==> src/rtl/toi_pkg.sv <==
// shared constants and carrier types of the transmit overhead insert port
package toi_pkg;

  // counter widths inside the port
  localparam int unsigned CNT_W = 8;
  localparam int unsigned HDLC_CNT_W = 3;

  // default overhead slot spacing in bit clocks and slots per frame
  localparam int unsigned OH_SPACING_DEF = 8;
  localparam int unsigned OH_PER_FRAME_DEF = 8;

  // hdlc demand clock is one eighth of the bit clock
  localparam logic [HDLC_CNT_W-1:0] HDLC_DIV_LAST = 3'h7;
  localparam logic [HDLC_CNT_W-1:0] HDLC_HALF_LAST = 3'h3;

  // bit positions of the two shared pins inside the hdlc byte
  localparam int unsigned HDLC_B5_POS = 5;
  localparam int unsigned HDLC_B4_POS = 4;

  // synchroniser depth and reset value
  localparam int unsigned SYNC_STAGES = 3;
  localparam logic SYNC_RST = 1'b0;

  // pins arriving from outside the clock domain
  typedef struct packed {
    logic       bit_clk;
    logic       hdlc_mode;
    logic       ser_in;
    logic       insert_en;
    logic [1:0] hdlc_hi;
    logic [3:0] hdlc_lo;
  } toi_pins_t;

  localparam int unsigned PINS_W = $bits(toi_pins_t);

  // overhead bit handed to the framing engine
  typedef struct packed {
    logic             valid;
    logic             data;
    logic [CNT_W-1:0] idx;
  } toi_ovh_t;

  // byte handed to the hdlc controller
  typedef struct packed {
    logic       valid;
    logic [7:0] data;
  } toi_hdlc_t;

  // complete state of the port
  typedef struct packed {
    logic                  clk_q;
    logic [CNT_W-1:0]      bit_cnt;
    logic [CNT_W-1:0]      slot;
    logic [HDLC_CNT_W-1:0] hdlc_cnt;
    logic                  ovh_clk;
    logic                  mark;
    logic                  hdlc_clk;
    toi_ovh_t              ovh;
    toi_hdlc_t             hdlc;
  } toi_state_t;

  localparam toi_state_t STATE_RST = '0;

endpackage

==> src/rtl/toi_sync.sv <==
// three stage synchroniser with agreement filter for pin inputs
`timescale 1ns/100ps
`default_nettype none

module toi_sync #(
  parameter int unsigned W = 1
) (
  input  wire logic         CLK,
  input  wire logic         SYS_RST,
  input  wire logic [W-1:0] PIN,
  output var  logic [W-1:0] STABLE
);

  typedef struct packed {
    logic [W-1:0] s1;
    logic [W-1:0] s2;
    logic [W-1:0] s3;
    logic [W-1:0] stable;
  } toi_sync_t;

  toi_sync_t sync_ff;
  toi_sync_t nxt_sync;

  // width must be at least one bit
  initial begin
    if (W < 1) $error("toi_sync width must be positive");
  end

  // shift chain; a change counts once stages two and three agree
  always_comb begin
    nxt_sync = sync_ff;
    nxt_sync.s1 = PIN;
    nxt_sync.s2 = sync_ff.s1;
    nxt_sync.s3 = sync_ff.s2;
    for (int i = 0; i < W; i++) begin
      if (sync_ff.s2[i] == sync_ff.s3[i]) begin
        nxt_sync.stable[i] = sync_ff.s3[i];
      end
    end
  end

  // state register
  always_ff @(posedge CLK) begin
    if (SYS_RST) begin
      sync_ff <= {4{{W{toi_pkg::SYNC_RST}}}};
    end else begin
      sync_ff <= nxt_sync;
    end
  end

  assign STABLE = sync_ff.stable;

endmodule

`default_nettype wire

==> src/rtl/toi_port.sv <==
// transmit overhead insert port with shared hdlc byte input
`timescale 1ns/100ps
`default_nettype none

module toi_port #(
  parameter int unsigned OH_SPACING   = toi_pkg::OH_SPACING_DEF,
  parameter int unsigned OH_PER_FRAME = toi_pkg::OH_PER_FRAME_DEF
) (
  input  wire logic              CLK,
  input  wire logic              SYS_RST,
  input  wire logic              TX_BIT_CLK,
  input  wire logic              HDLC_MODE,
  input  wire logic              OVH_SER_IN,
  input  wire logic              OVH_INSERT_EN,
  input  wire logic [1:0]        HDLC_BYTE_IN_HI,
  input  wire logic [3:0]        HDLC_BYTE_IN_LO,
  output var  logic              OVH_CLK_OUT,
  output var  logic              OVH_FRAME_MARK,
  output var  logic              HDLC_DEMAND_CLK,
  output var  toi_pkg::toi_ovh_t OVH_BIT,
  output var  toi_pkg::toi_hdlc_t HDLC_BYTE
);

  localparam logic [toi_pkg::CNT_W-1:0] SPACE_LAST =
    toi_pkg::CNT_W'(OH_SPACING - 1);
  localparam logic [toi_pkg::CNT_W-1:0] FALL_AT =
    toi_pkg::CNT_W'(OH_SPACING / 2 - 1);
  localparam logic [toi_pkg::CNT_W-1:0] SLOT_LAST =
    toi_pkg::CNT_W'(OH_PER_FRAME - 1);
  localparam logic [toi_pkg::CNT_W-1:0] CNT_ONE = 8'h01;

  toi_pkg::toi_state_t st_ff;
  toi_pkg::toi_state_t nxt_st;
  toi_pkg::toi_pins_t  pins_raw;
  toi_pkg::toi_pins_t  pins;
  logic                bit_rise;

  // spacing must be even and fit the counters
  initial begin
    if (OH_SPACING < 2 || OH_SPACING > 254 || (OH_SPACING % 2) != 0) begin
      $error("OH_SPACING must be even and within 2..254");
    end
    if (OH_PER_FRAME < 1 || OH_PER_FRAME > 256) begin
      $error("OH_PER_FRAME must be within 1..256");
    end
  end

  // all pins come from outside the clock domain
  always_comb begin
    pins_raw.bit_clk   = TX_BIT_CLK;
    pins_raw.hdlc_mode = HDLC_MODE;
    pins_raw.ser_in    = OVH_SER_IN;
    pins_raw.insert_en = OVH_INSERT_EN;
    pins_raw.hdlc_hi   = HDLC_BYTE_IN_HI;
    pins_raw.hdlc_lo   = HDLC_BYTE_IN_LO;
  end

  toi_sync #(
    .W (toi_pkg::PINS_W)
  ) u_sync (
    .CLK     (CLK),
    .SYS_RST (SYS_RST),
    .PIN     (pins_raw),
    .STABLE  (pins)
  );

  // rising edge of the sampled bit clock
  assign bit_rise = pins.bit_clk & ~st_ff.clk_q;

  // next state: overhead clock, frame marker, sampling and hdlc demand clock
  always_comb begin
    nxt_st = st_ff;
    nxt_st.clk_q = pins.bit_clk;
    nxt_st.ovh.valid = 1'b0;
    nxt_st.hdlc.valid = 1'b0;
    if (bit_rise) begin
      if (pins.hdlc_mode) begin
        // overhead port parked while hdlc mode holds
        nxt_st.ovh_clk = 1'b0;
        nxt_st.mark = 1'b0;
        nxt_st.bit_cnt = '0;
        nxt_st.slot = '0;
        if (st_ff.hdlc_cnt == toi_pkg::HDLC_DIV_LAST) begin
          nxt_st.hdlc_cnt = '0;
          nxt_st.hdlc_clk = 1'b1;
          nxt_st.hdlc.valid = 1'b1;
          nxt_st.hdlc.data = {pins.hdlc_hi, pins.ser_in, pins.insert_en,
                              pins.hdlc_lo};
        end else begin
          nxt_st.hdlc_cnt = st_ff.hdlc_cnt + 3'h1;
          if (st_ff.hdlc_cnt == toi_pkg::HDLC_HALF_LAST) begin
            nxt_st.hdlc_clk = 1'b0;
          end
        end
      end else begin
        nxt_st.hdlc_clk = 1'b0;
        nxt_st.hdlc_cnt = toi_pkg::HDLC_DIV_LAST;
        if (st_ff.bit_cnt == SPACE_LAST) begin
          // start of an overhead clock period
          nxt_st.bit_cnt = '0;
          nxt_st.ovh_clk = 1'b1;
          nxt_st.mark = (st_ff.slot == '0);
        end else begin
          nxt_st.bit_cnt = st_ff.bit_cnt + CNT_ONE;
          if ((st_ff.bit_cnt == FALL_AT) && st_ff.ovh_clk) begin
            // no fall, no sample while the clock has not risen yet after reset or hdlc
            // falling edge: sample only when insert is enabled
            nxt_st.ovh_clk = 1'b0;
            if (pins.insert_en) begin
              nxt_st.ovh.valid = 1'b1;
              nxt_st.ovh.data = pins.ser_in;
              nxt_st.ovh.idx = st_ff.slot;
            end
            nxt_st.slot = (st_ff.slot == SLOT_LAST) ? '0 : st_ff.slot + CNT_ONE;
          end
        end
      end
    end
  end

  // state register
  always_ff @(posedge CLK) begin
    if (SYS_RST) begin
      st_ff <= toi_pkg::STATE_RST;
    end else begin
      st_ff <= nxt_st;
    end
  end

  // outputs straight from flip-flops
  assign OVH_CLK_OUT     = st_ff.ovh_clk;
  assign OVH_FRAME_MARK  = st_ff.mark;
  assign HDLC_DEMAND_CLK = st_ff.hdlc_clk;
  assign OVH_BIT         = st_ff.ovh;
  assign HDLC_BYTE       = st_ff.hdlc;
endmodule

`default_nettype wire

==> config.mk <==
export PLATFORM = sky130hd
export DESIGN_NAME = toi_port
export DESIGN_NICKNAME = d
export VERILOG_FILES = /design/src/rtl/toi_pkg.sv /design/src/rtl/toi_sync.sv /design/src/rtl/toi_port.sv
export SDC_FILE = /design/constraint.sdc
export NUM_CORES = 1
export LEC_CHECK = 0
export ABC_AREA = 1
export CORE_MARGIN = 2
export CORE_UTILIZATION = 47
export DETAILED_ROUTE_END_ITERATION = 7
export DONT_BUFFER_PORTS = 1
export HOLD_SLACK_MARGIN = 0.15
export MAX_ROUTING_LAYER = met4
export PLACE_DENSITY = 0.61
export SLEW_MARGIN = 20
export SYNTH_ARGS = -nofsm -noshare
export SYNTH_HDL_FRONTEND = slang
export SYNTH_SLANG_ARGS = --single-unit
==> constraint.sdc <==
create_clock -name CLK -period 1.9 [get_ports CLK]
set_clock_uncertainty 0.05 [all_clocks]
set_input_delay 0.095 -clock CLK [delete_from_list [all_inputs] [get_ports CLK]]
set_output_delay 0.095 -clock CLK [all_outputs]
set_load 0.01 [all_outputs]
==> metrics.csv, run 1 <==
stage,metric,value,unit
logic_synthesis,Syn Area/Cell,7.86,sq um
placement,Post-DP Area,3280,sq um
pwr,VDD IR max,0.513,mV
clocking,Sink Count,82,
sta,Hold Fails Final Rpt,0,
sta,Tcrit/Tclk final,83.7,%
worst_setup_path,max incr delay on CP,0.46,ns
sta,RSZ-0062 raised after global routing,no,
sta,setup ws final,0.310,ns
sta,Worst-Margin Slew,0.417,ns
clocking,clock-pin slew on the worst setup and hold paths,0.08,ns
logic_synthesis,post-synthesis sequential area ratio,49.0,%
worst_setup_path,CP Max Fanout,11,
worst_setup_path,Crit path arrival time,1.82,ns
global_routing,largest net degree at the start of global routing,50,
worst_setup_path,Worst Setup End Kind,flip-flop,
pwr,Total Power Consumption,3.25,mW
clocking,# hold bufs at CTS,12,
clocking,number of post-CTS setup repair buffers,0,
logic_synthesis,asr flop ratio synth,0,%
pwr,clock power share,43.2,%
die,Site Rows,30,
layout,number of diodes,0,
logic_synthesis,Yosys top cell area share,49.0,%
sta,Tmin final,1.59,ns
clocking,CTS tree,done,
die,initial cell density of the core,49.0,%
logic_synthesis,most frequent cell after synthesis,nor2_1,
global_routing,Total Routing Usage GR,16.9,%
logic_synthesis,Area contributors post-synth,"dfxtp_1, nor2_1, nand2_1",
clocking,cts bufs inserted,9,
layout,# fillers,670,
route,antenna-violating nets left,0,
die,Die H,88.4,um
worst_setup_path,Worst EP required,2.13,ns
placement,placer congestion estimate,0.843,
logic_synthesis,Post-synth top cells,"nor2_1, dfxtp_1, nand2_1",
worst_setup_path,slowest CP cell,dfxtp_1,
logic_synthesis,unique cell type count in the Yosys netlist,32,
die,Core Footprint,6830,sq um
layout,"non-filler cells, final",523,
logic_synthesis,Synth Warn #,0,
placement,Post-Place Cells,495,
layout,Layout Nets,439,
pwr,Sequential Power Share,54.0,%
layout,layout cell share with drive strength beyond 1,11.5,%
route,DR WL/cell,11.3,um
logic_synthesis,Post-synth top flop,dfxtp_1,
logic_synthesis,Post-synth EDFFs,0,
route,DRC,0,
die,Die ar.,7820,sq um
pwr,Sw Share,21.9,%
layout,area grow syn2layout,8.55,%
sta,Sum Neg Setup Slack,0,ns
sta,fmax,0.629,GHz
route,via count,2406,
sta,Slew HR,72.1,%
global_routing,first-pass GRT wire length,9.92,mm
pwr,cell area power density,893,nW/um^2
logic_synthesis,Post-Syn Area,3350,sq um
sta,"Slew Viols, Final",0,
pwr,combinational share of power,2.8,%
logic_synthesis,Synth area leader,dfxtp_1,
pwr,Power Internal,2.54,mW
worst_hold_path,worst min path class,in -> reg,
global_routing,initial antenna violation count,0,
logic_synthesis,"flops & latches, synth",82,
route,post-detailed-routing wire length,5.90,mm
clocking,Max Buffers Root-to-Sink,2,
layout,post-route cell area,3640,sq um
route,vias per cell,4.60,
outcome,status,finished clean,
die,total I/O pin count,34,
logic_synthesis,Syn Nets,443,
pwr,sw power,0.711,mW
placement,DP Worst Slack,0.301,ns
sta,Final Setup Violations,0,
clocking,H-tree levels,3,
clocking,clk_lat worst skew,0.35,ns
run,max_cap viols,0,
worst_setup_path,kind of critical path,reg -> reg,
placement,hpwl dp,3.99,mm
global_routing,GRT overflow,0,
global_routing,vias in the first global route,2162,
worst_setup_path,CP Launch Type,flip-flop,
pwr,Leak,1.48,nW
clocking,Root Buffer,clkbuf_8,
route,Initial DRC Count,88,
route,iteration count of the initial detailed-routing pass,4,
worst_setup_path,worst-path cell chain,inv_2 > nor2_4 > nand2_4 > inv_1 > nand2_1 > a21oi_1,
placement,I/O Buffers,0,
die,Die Wd,88.4,um
clocking,post-cts resize count,0,
layout,post-layout util,53.2,%
logic_synthesis,Cells after Synth,426,
sta,hold slack,0.148,ns
[kinds of logic (layout without fill, tap and decap cells)]
kind of cell / count (synthesis) / in the layout / synth area share (%)
AND/OR/NAND/NOR: 199 / 199 / 27.4
buffers and inverters: 88 / 89 / 12.8
flip-flops: 82 / 82 / 49.0
AO/OA/AOI/OAI: 52 / 52 / 8.93
adder cells (fa/ha/maj): 5 / 5 / 1.87
[state kept, by name (all words and copies together) (netlist names), 9 cells and up]
| signal | count |
|---|---|
| st_ff | 20 |
| u_sync.nxt_sync | 20 |
| OVH_BIT | 10 |
| u_sync.STABLE | 10 |
| u_sync.sync_ff | 10 |
| HDLC_BYTE | 9 |
[power by group through the flow]
stage | registers (mW) | logic, mW | clock network, mW
after floorplan | 1.79 | 0.0545 | 0
after global placement | 1.79 | 0.0515 | 0
after global routing | 1.76 | 0.104 | 1.51
after CTS | 1.75 | 0.0921 | 1.44
after detailed placement | 1.79 | 0.0528 | 0
final | 1.75 | 0.0905 | 1.40
[layout by cell type (no fill, tap or decap), drive strengths merged]
cell type | netlist | layout
nor2 | 94 | 94
dfxtp | 82 | 82
nand2 | 68 | 68
inv | 57 | 59
nand3 | 26 | 26
a21oi | 26 | 26
o21ai | 21 | 21
dlygate4sd3 | 0 | 11
clkbuf | 5 | 9
nand4 | 5 | 5
ha | 5 | 5
buf | 25 | 4
a211oi | 3 | 3
nor3 | 3 | 3
clkinv | 1 | 3
nor3b | 2 | 2
o221a | 2 | 2
bufinv | 0 | 2
nor4 | 1 | 1
clkinvlp | 0 | 1
[path summary, 6_finish.rpt]
check | start | end | slack, ns | cells after the start
max | u_sync.STABLE[8] | HDLC_BYTE[1] | 0.31 | 6
min | SYS_RST | st_ff[33] | 0.15 | 3
max reg2reg | u_sync.STABLE[8] | HDLC_BYTE[1] | 0.31 | 6
min reg2reg | u_sync.nxt_sync[22] | u_sync.nxt_sync[12] | 0.35 | 2
[routing by layer]
| layer | up-vias | global-route usage [%] | wire length [um] |
|---|---|---|---|
| met1 | 1053 | 20.1 | 2780 |
| met3 | 9 | 6.44 | 310 |
| li1 | 1305 | - | - |
| met5 | - | - | 0 |
| met4 | 0 | 4.82 | 71 |
| met2 | 39 | 26.9 | 2740 |
[cell type report]
cell class | count | area (sq um) | share of cell area, %
Clock inverter | 7 | 101 | 2.79
Tap cell | 96 | 120 | 3.30
Multi-Input combinational cell | 256 | 1280 | 35.2
Inverter | 58 | 218 | 5.99
Sequential cell | 82 | 1640 | 45.1
Timing Repair Buffer | 15 | 153 | 4.20
Clock buffer | 9 | 124 | 3.41
[critical path, delay by kind of cell (launching register included)]
family                 cells  cell delay, ns
AOI/OAI and AO/OA          1            0.14
buffers and inverters      2            0.46
and+or+nand+nor            3            0.40
DFF                        1            0.46
(Power assumes the default switching activity.)
==> run 2, diff against run 1 <==
- ABC_AREA: 1 -> 0
- clock period: 1.9 -> 1.6 ns (I/O delays scaled with it)
==> metrics.csv, run 2 <==
stage,metric,value,unit,change
outcome,status,finished with violations,,
outcome,failing checks,negative setup slack,,
global_routing,first-pass GRT wire length,9.69,mm,-2.2%
layout,layout cell share with drive strength beyond 1,18.8,%,+7.3 points
worst_setup_path,Worst EP required,1.83,ns,-0.30 ns
logic_synthesis,Synth Warn #,0,,unchanged
logic_synthesis,Synth area leader,dfxtp_1,,
route,via count,2232,,-7.2%
worst_hold_path,worst min path class,in -> reg,,
layout,number of diodes,0,,unchanged
layout,"most common cell after layout, fill and taps aside",dfxtp_1,,
layout,"non-filler cells, final",431,,-18%
worst_setup_path,kind of critical path,reg -> reg,,
worst_setup_path,Crit path arrival time,1.92,ns,+0.10 ns
pwr,cell area power density,1020,nW/um^2,+14%
pwr,sw power,0.813,mW,+14%
layout,# fillers,588,,-12%
clocking,Sink Count,82,,unchanged
clocking,Max Buffers Root-to-Sink,2,,unchanged
sta,Slew HR,77.0,%,+4.9 points
clocking,H-tree levels,3,,unchanged
route,iteration count of the initial detailed-routing pass,4,,unchanged
placement,placer congestion estimate,0.835,,-0.95%
logic_synthesis,Post-synth EDFFs,0,,unchanged
clocking,cts bufs inserted,9,,unchanged
logic_synthesis,Syn Nets,341,,-23%
logic_synthesis,Post-synth top cells,"dfxtp_1, nor2b_1, nand2b_1",,
global_routing,largest net degree at the start of global routing,49,,-2.0%
route,vias per cell,5.18,,+13%
worst_setup_path,max incr delay on CP,0.39,ns,-0.07 ns
placement,I/O Buffers,0,,unchanged
run,max_cap viols,0,,unchanged
worst_setup_path,worst-path cell chain,nor4_4 > nand4_4 > and4bb_2 > buf_12 > mux2i_1,,
clocking,Root Buffer,clkbuf_8,,
pwr,Sw Share,20.9,%,-0.98 points
route,DR WL/cell,13.4,um,+19%
worst_setup_path,Worst Setup End Kind,flip-flop,,
global_routing,Total Routing Usage GR,17.0,%,+0.10 points
sta,Hold Fails Final Rpt,0,,unchanged
pwr,combinational share of power,3.4,%,+0.6 points
die,Die H,86.4,um,-2.3%
global_routing,initial antenna violation count,0,,unchanged
logic_synthesis,asr flop ratio synth,0,%,unchanged
layout,area grow syn2layout,19.3,%,
worst_setup_path,kind of cell adding the most delay to the critical path,simple AND/OR/NAND/NOR gates,,
placement,hpwl dp,3.62,mm,-9.3%
sta,Worst-Margin Slew,0.342,ns,-0.0742 ns
sta,fmax,0.592,GHz,-5.8%
worst_setup_path,Buf/Inv on CP,1,,-1
layout,Layout Nets,363,,-17%
sta,"Slew Viols, Final",0,,unchanged
route,antenna-violating nets left,0,,unchanged
die,Die Wd,86.4,um,-2.3%
worst_setup_path,CP Launch Type,flip-flop,,
die,Core Footprint,6680,sq um,-2.2%
layout,most frequent cells in the layout,"dfxtp_1, nor2b_1, buf_4",,
layout,post-layout util,56.9,%,+3.7 points
placement,Post-Place Cells,399,,-19%
die,Die ar.,7460,sq um,-4.6%
pwr,clock power share,42.9,%,-0.3 points
clocking,clk_lat worst skew,0.35,ns,about the same
logic_synthesis,"flops & latches, synth",82,,unchanged
route,DRC,0,,unchanged
global_routing,GRT overflow,0,,unchanged
route,Initial DRC Count,112,,+27%
sta,Final Setup Violations,14,,+14
worst_setup_path,CP Max Fanout,7,,-4
logic_synthesis,Cells after Synth,324,,-24%
logic_synthesis,most frequent cell after synthesis,dfxtp_1,,
logic_synthesis,Post-synth top flop,dfxtp_1,,
logic_synthesis,Syn Area/Cell,9.84,sq um,+25%
sta,RSZ-0062 raised after global routing,yes,,
logic_synthesis,Area contributors post-synth,"dfxtp_1, nor2b_1, buf_4",,
worst_setup_path,slowest CP cell,nor4_4,,
pwr,Sequential Power Share,53.7,%,-0.3 points
sta,Tmin final,1.69,ns,+0.0987 ns
clocking,CTS tree,done,,
logic_synthesis,post-synthesis sequential area ratio,51.5,%,+2.5 points
logic_synthesis,Yosys top cell area share,51.5,%,+2.5 points
pwr,Power Internal,3.07,mW,+21%
sta,Tcrit/Tclk final,106,%,+22 points
logic_synthesis,Post-Syn Area,3190,sq um,-4.8%
logic_synthesis,unique cell type count in the Yosys netlist,45,,+41%
pwr,VDD IR max,0.799,mV,+56%
global_routing,vias in the first global route,2066,,-4.4%
pwr,Leak,1.42,nW,-4.1%
clocking,clock-pin slew on the worst setup and hold paths,0.08,ns,about the same
die,total I/O pin count,34,,unchanged
sta,setup ws final,-0.0892,ns,-0.399 ns
route,post-detailed-routing wire length,5.77,mm,-2.2%
die,Site Rows,30,,unchanged
die,initial cell density of the core,47.7,%,-1.3 points
run 2: cell count changes after synthesis, sizes merged, moves of 6 or more:
cell	change
nand2b	+20
mux2i	+9
nand3	-17
nor2b	+33
inv	-54
clkbuf	+8
nand2	-49
nor2	-79
o21ai	-6
a21oi	-11
a22o	+8
run 2: metrics by stage:
step                setup TNS, ns  cell area [sq um]  power (mW)  setup slack [ns]  hold slack, ns
floorplan                -0.00494               3190        2.20          -0.00494           0.158
global placement         -0.00483               3310        2.20          -0.00340           0.109
detailed placement         -0.787               3310        2.21            -0.105           0.108
CTS                        -0.910               3720        3.93            -0.105           0.319
global route                -2.26               3800        4.04            -0.170           0.332
finish                     -0.878               3800        3.89           -0.0892           0.334
run 2: path summary, 6_finish.rpt:
check | slack (ns) | to | start | depth (start not counted)
hold reg to reg | 0.39 | u_sync.nxt_sync[11] | u_sync.nxt_sync[21] | 1
hold / removal | 0.33 | u_sync.nxt_sync[25] | HDLC_BYTE_IN_HI[1] | 2
setup reg to reg | -0.09 | OVH_BIT[7] | st_ff[38] | 5
setup / recovery | -0.09 | OVH_BIT[7] | st_ff[38] | 5
run 2: cells by family after synthesis:
family	synth area share (%)
muxes	3.18
xor gates and xnor gates	1.10
buffers and inverters	6.87
DFF	51.5
adders and majority gates	1.96
and+or+nand+nor	24.3
AOI/OAI and AO/OA	11.1
run 2: power by group through the flow:
stage               clock (mW)  sequential, mW  combinational, mW
finish                    1.67            2.09              0.132
CTS                       1.71            2.09              0.132
detailed placement           0            2.14             0.0692
floorplan                    0            2.13             0.0711
global route              1.80            2.09              0.145
global placement             0            2.14             0.0680
run 2: timing repair:
| action | 4_1_cts | 5_1_grt |
|---|---|---|
| endpoints found under the hold margin | 81 | 0 |
| pin swaps | 1 | 5 |
| hold buffers | 13 | 0 |
| endpoints found under the setup margin | 16 | 28 |
| buffers inserted | 2 | 2 |
| resized for setup | 2 | 15 |
run 2: per-layer routing:
metal / GRT usage [%] / part of all wire (%) / vias to the layer above
met3: 5.33 / 3.9 / 7
met4: 6.68 / 1.5 / 0
li1: - / - / 1148
met1: 21.8 / 48 / 1048
met5: - / 0 / -
met2: 25.1 / 46 / 29
run 2: area by class of cell:
| type | instances | area (sq um) | area share, % |
|---|---|---|---|
| Inverter | 3 | 11.3 | 0.296 |
| Tap cell | 80 | 100 | 2.63 |
| Sequential cell | 82 | 1650 | 43.4 |
| Timing Repair Buffer | 45 | 417 | 11.0 |
| Clock buffer | 11 | 141 | 3.72 |
| Clock inverter | 5 | 85.1 | 2.24 |
| Multi-Input combinational cell | 205 | 1400 | 36.8 |
==> run 3, diff against run 2 <==
- BUFFER_PORTS_ARGS: unset -> -buffer_cell sky130_fd_sc_hd__buf_2
- DONT_BUFFER_PORTS: 1 -> unset
- PLACE_DENSITY: 0.61 -> 0.65
==> metrics.csv, run 3 (synthesis results as in run 2) <==
stage,metric,value,unit,change
placement,Post-Place Cells,435,,+9.0%
die,initial cell density of the core,47.7,%,unchanged
route,vias per cell,4.95,,-4.4%
clocking,clk_lat worst skew,0.35,ns,about the same
placement,Post-DP Area,3500,sq um,+5.7%
route,via count,2287,,+2.5%
outcome,status,finished with violations,,
layout,# fillers,590,,+0.34%
sta,Slew HR,73.1,%,-3.9 points
route,antenna-violating nets left,0,,unchanged
global_routing,largest net degree at the start of global routing,23,,-53%
route,post-detailed-routing wire length,5.43,mm,-5.8%
pwr,Power Internal,2.92,mW,-5.0%
worst_setup_path,Worst Setup End Kind,flip-flop,,
worst_setup_path,kind of critical path,reg -> reg,,
layout,post-layout util,57.4,%,+0.45 points
global_routing,initial antenna violation count,0,,unchanged
sta,Tmin final,1.62,ns,-0.0719 ns
pwr,clock power share,41.2,%,-1.7 points
layout,post-route cell area,3830,sq um,+0.79%
placement,placer congestion estimate,0.774,,-7.3%
placement,I/O Buffers,33,,+33
layout,layout cell share with drive strength beyond 1,24.9,%,+6.1 points
sta,RSZ-0062 raised after global routing,yes,,
die,Core Footprint,6680,sq um,unchanged
die,Die ar.,7460,sq um,unchanged
sta,Sum Neg Setup Slack,-0.104,ns,+0.773 ns
pwr,sw power,0.846,mW,+4.0%
worst_setup_path,CP Max Fanout,7,,unchanged
worst_setup_path,Worst EP required,1.84,ns,about the same
sta,Hold Fails Final Rpt,0,,unchanged
sta,Worst-Margin Slew,0.402,ns,+0.0599 ns
layout,area grow syn2layout,20.3,%,
worst_setup_path,Crit path arrival time,1.85,ns,-0.07 ns
layout,most frequent cells in the layout,"dfxtp_1, buf_2, nor2b_1, buf_4, nand2b_1",,
route,Initial DRC Count,98,,-13%
global_routing,GRT overflow,0,,unchanged
layout,Layout Nets,394,,+8.5%
outcome,failing checks,negative setup slack,,
layout,Multi-input gate area,1340,sq um,-4.1%
clocking,Max Buffers Root-to-Sink,2,,unchanged
pwr,combinational share of power,3.4,%,about the same
sta,fmax,0.618,GHz,+4.4%
global_routing,Total Routing Usage GR,16.3,%,-0.69 points
sta,setup ws final,-0.0174,ns,+0.0719 ns
worst_setup_path,CP Launch Type,flip-flop,,
sta,Tcrit/Tclk final,101,%,-4.5 points
layout,"non-filler cells, final",462,,+7.2%
clocking,CTS tree,done,,
route,iteration count of the initial detailed-routing pass,4,,unchanged
sta,"Slew Viols, Final",0,,unchanged
global_routing,vias in the first global route,2146,,+3.9%
layout,number of diodes,0,,unchanged
clocking,Sink Count,82,,unchanged
clocking,Root Buffer,clkbuf_8,,
clocking,clock-pin slew on the worst setup and hold paths,0.08,ns,about the same
layout,"most common cell after layout, fill and taps aside",dfxtp_1,,
die,Die H,86.4,um,unchanged
pwr,Sw Share,22.4,%,+1.5 points
global_routing,first-pass GRT wire length,9.37,mm,-3.3%
die,Die Wd,86.4,um,unchanged
clocking,cts bufs inserted,9,,unchanged
route,DRC,0,,unchanged
die,Site Rows,30,,unchanged
pwr,VDD IR max,0.654,mV,-18%
worst_hold_path,worst min path class,in -> reg,,
route,DR WL/cell,11.8,um,-12%
layout,register area,1650,sq um,-0.23%
clocking,H-tree levels,3,,unchanged
pwr,cell area power density,983,nW/um^2,-3.8%
sta,Final Setup Violations,9,,-5
die,total I/O pin count,34,,unchanged
pwr,Sequential Power Share,55.4,%,+1.7 points
pwr,Leak,1.53,nW,+8.2%
run,max_cap viols,0,,unchanged
placement,hpwl dp,3.68,mm,+1.5%
==> run 3: power by group through the flow <==
stage               Clock (mW)  Combinational, mW  Sequential, mW
floorplan                    0             0.0711            2.13
global placement             0              0.109            2.14
detailed placement           0              0.110            2.14
CTS                       1.59              0.129            2.09
finish                    1.55              0.128            2.09
global route              1.67              0.143            2.09
==> run 3: critical path, stage by stage (launching register included) <==
cell and delay (ns):
dfxtp_2 0.34, nor4_4 0.31, nand4_2 0.17, and4bb_2 0.37, buf_12 0.13, mux2i_1 0.17
==> run 3: final timing paths <==
path / from / to / slack, ns / cells past startpoint
min reg2reg: u_sync.nxt_sync[20] / u_sync.nxt_sync[10] / 0.39 / 1
max: st_ff[36] / OVH_BIT[3] / -0.02 / 5
max reg2reg: st_ff[36] / OVH_BIT[3] / -0.02 / 5
min: SYS_RST / HDLC_BYTE[8] / 0.18 / 2
==> run 3: timing repair <==
| item | in CTS | in global routing |
|---|---|---|
| buffers inserted | 0 | 1 |
| pin swaps | 5 | 1 |
| endpoints found under the setup margin | 22 | 28 |
| endpoints found under the hold margin | 10 | 0 |
| hold buffers | 10 | 0 |
| resized for setup | 5 | 2 |
==> run 3: layer usage <==
metal  track usage [%]  vias to the layer above  share of wire, %
li1                  -                     1206                 -
met1              20.6                     1032                51
met2              24.2                       35                44
met3              4.00                       14               3.1
met4              8.52                        0               2.3
met5                 -                        -                 0
==> run 3: through the flow <==
stage	hold slack (ns)	setup WS (ns)	total power [mW]
floorplan	0.158	-0.00494	2.20
global placement	0.237	-0.00843	2.24
detailed placement	0.243	-0.0627	2.25
CTS	0.186	-0.0433	3.81
global route	0.211	-0.163	3.91
finish	0.182	-0.0174	3.77
==> run 3: area by class of cell <==
cell class,instances,area share (%)
Clock buffer,10,3.59
Clock inverter,6,1.86
Inverter,3,0.294
Multi-Input combinational cell,205,35.0
Sequential cell,82,42.9
Tap cell,80,2.61
Timing Repair Buffer,76,13.7
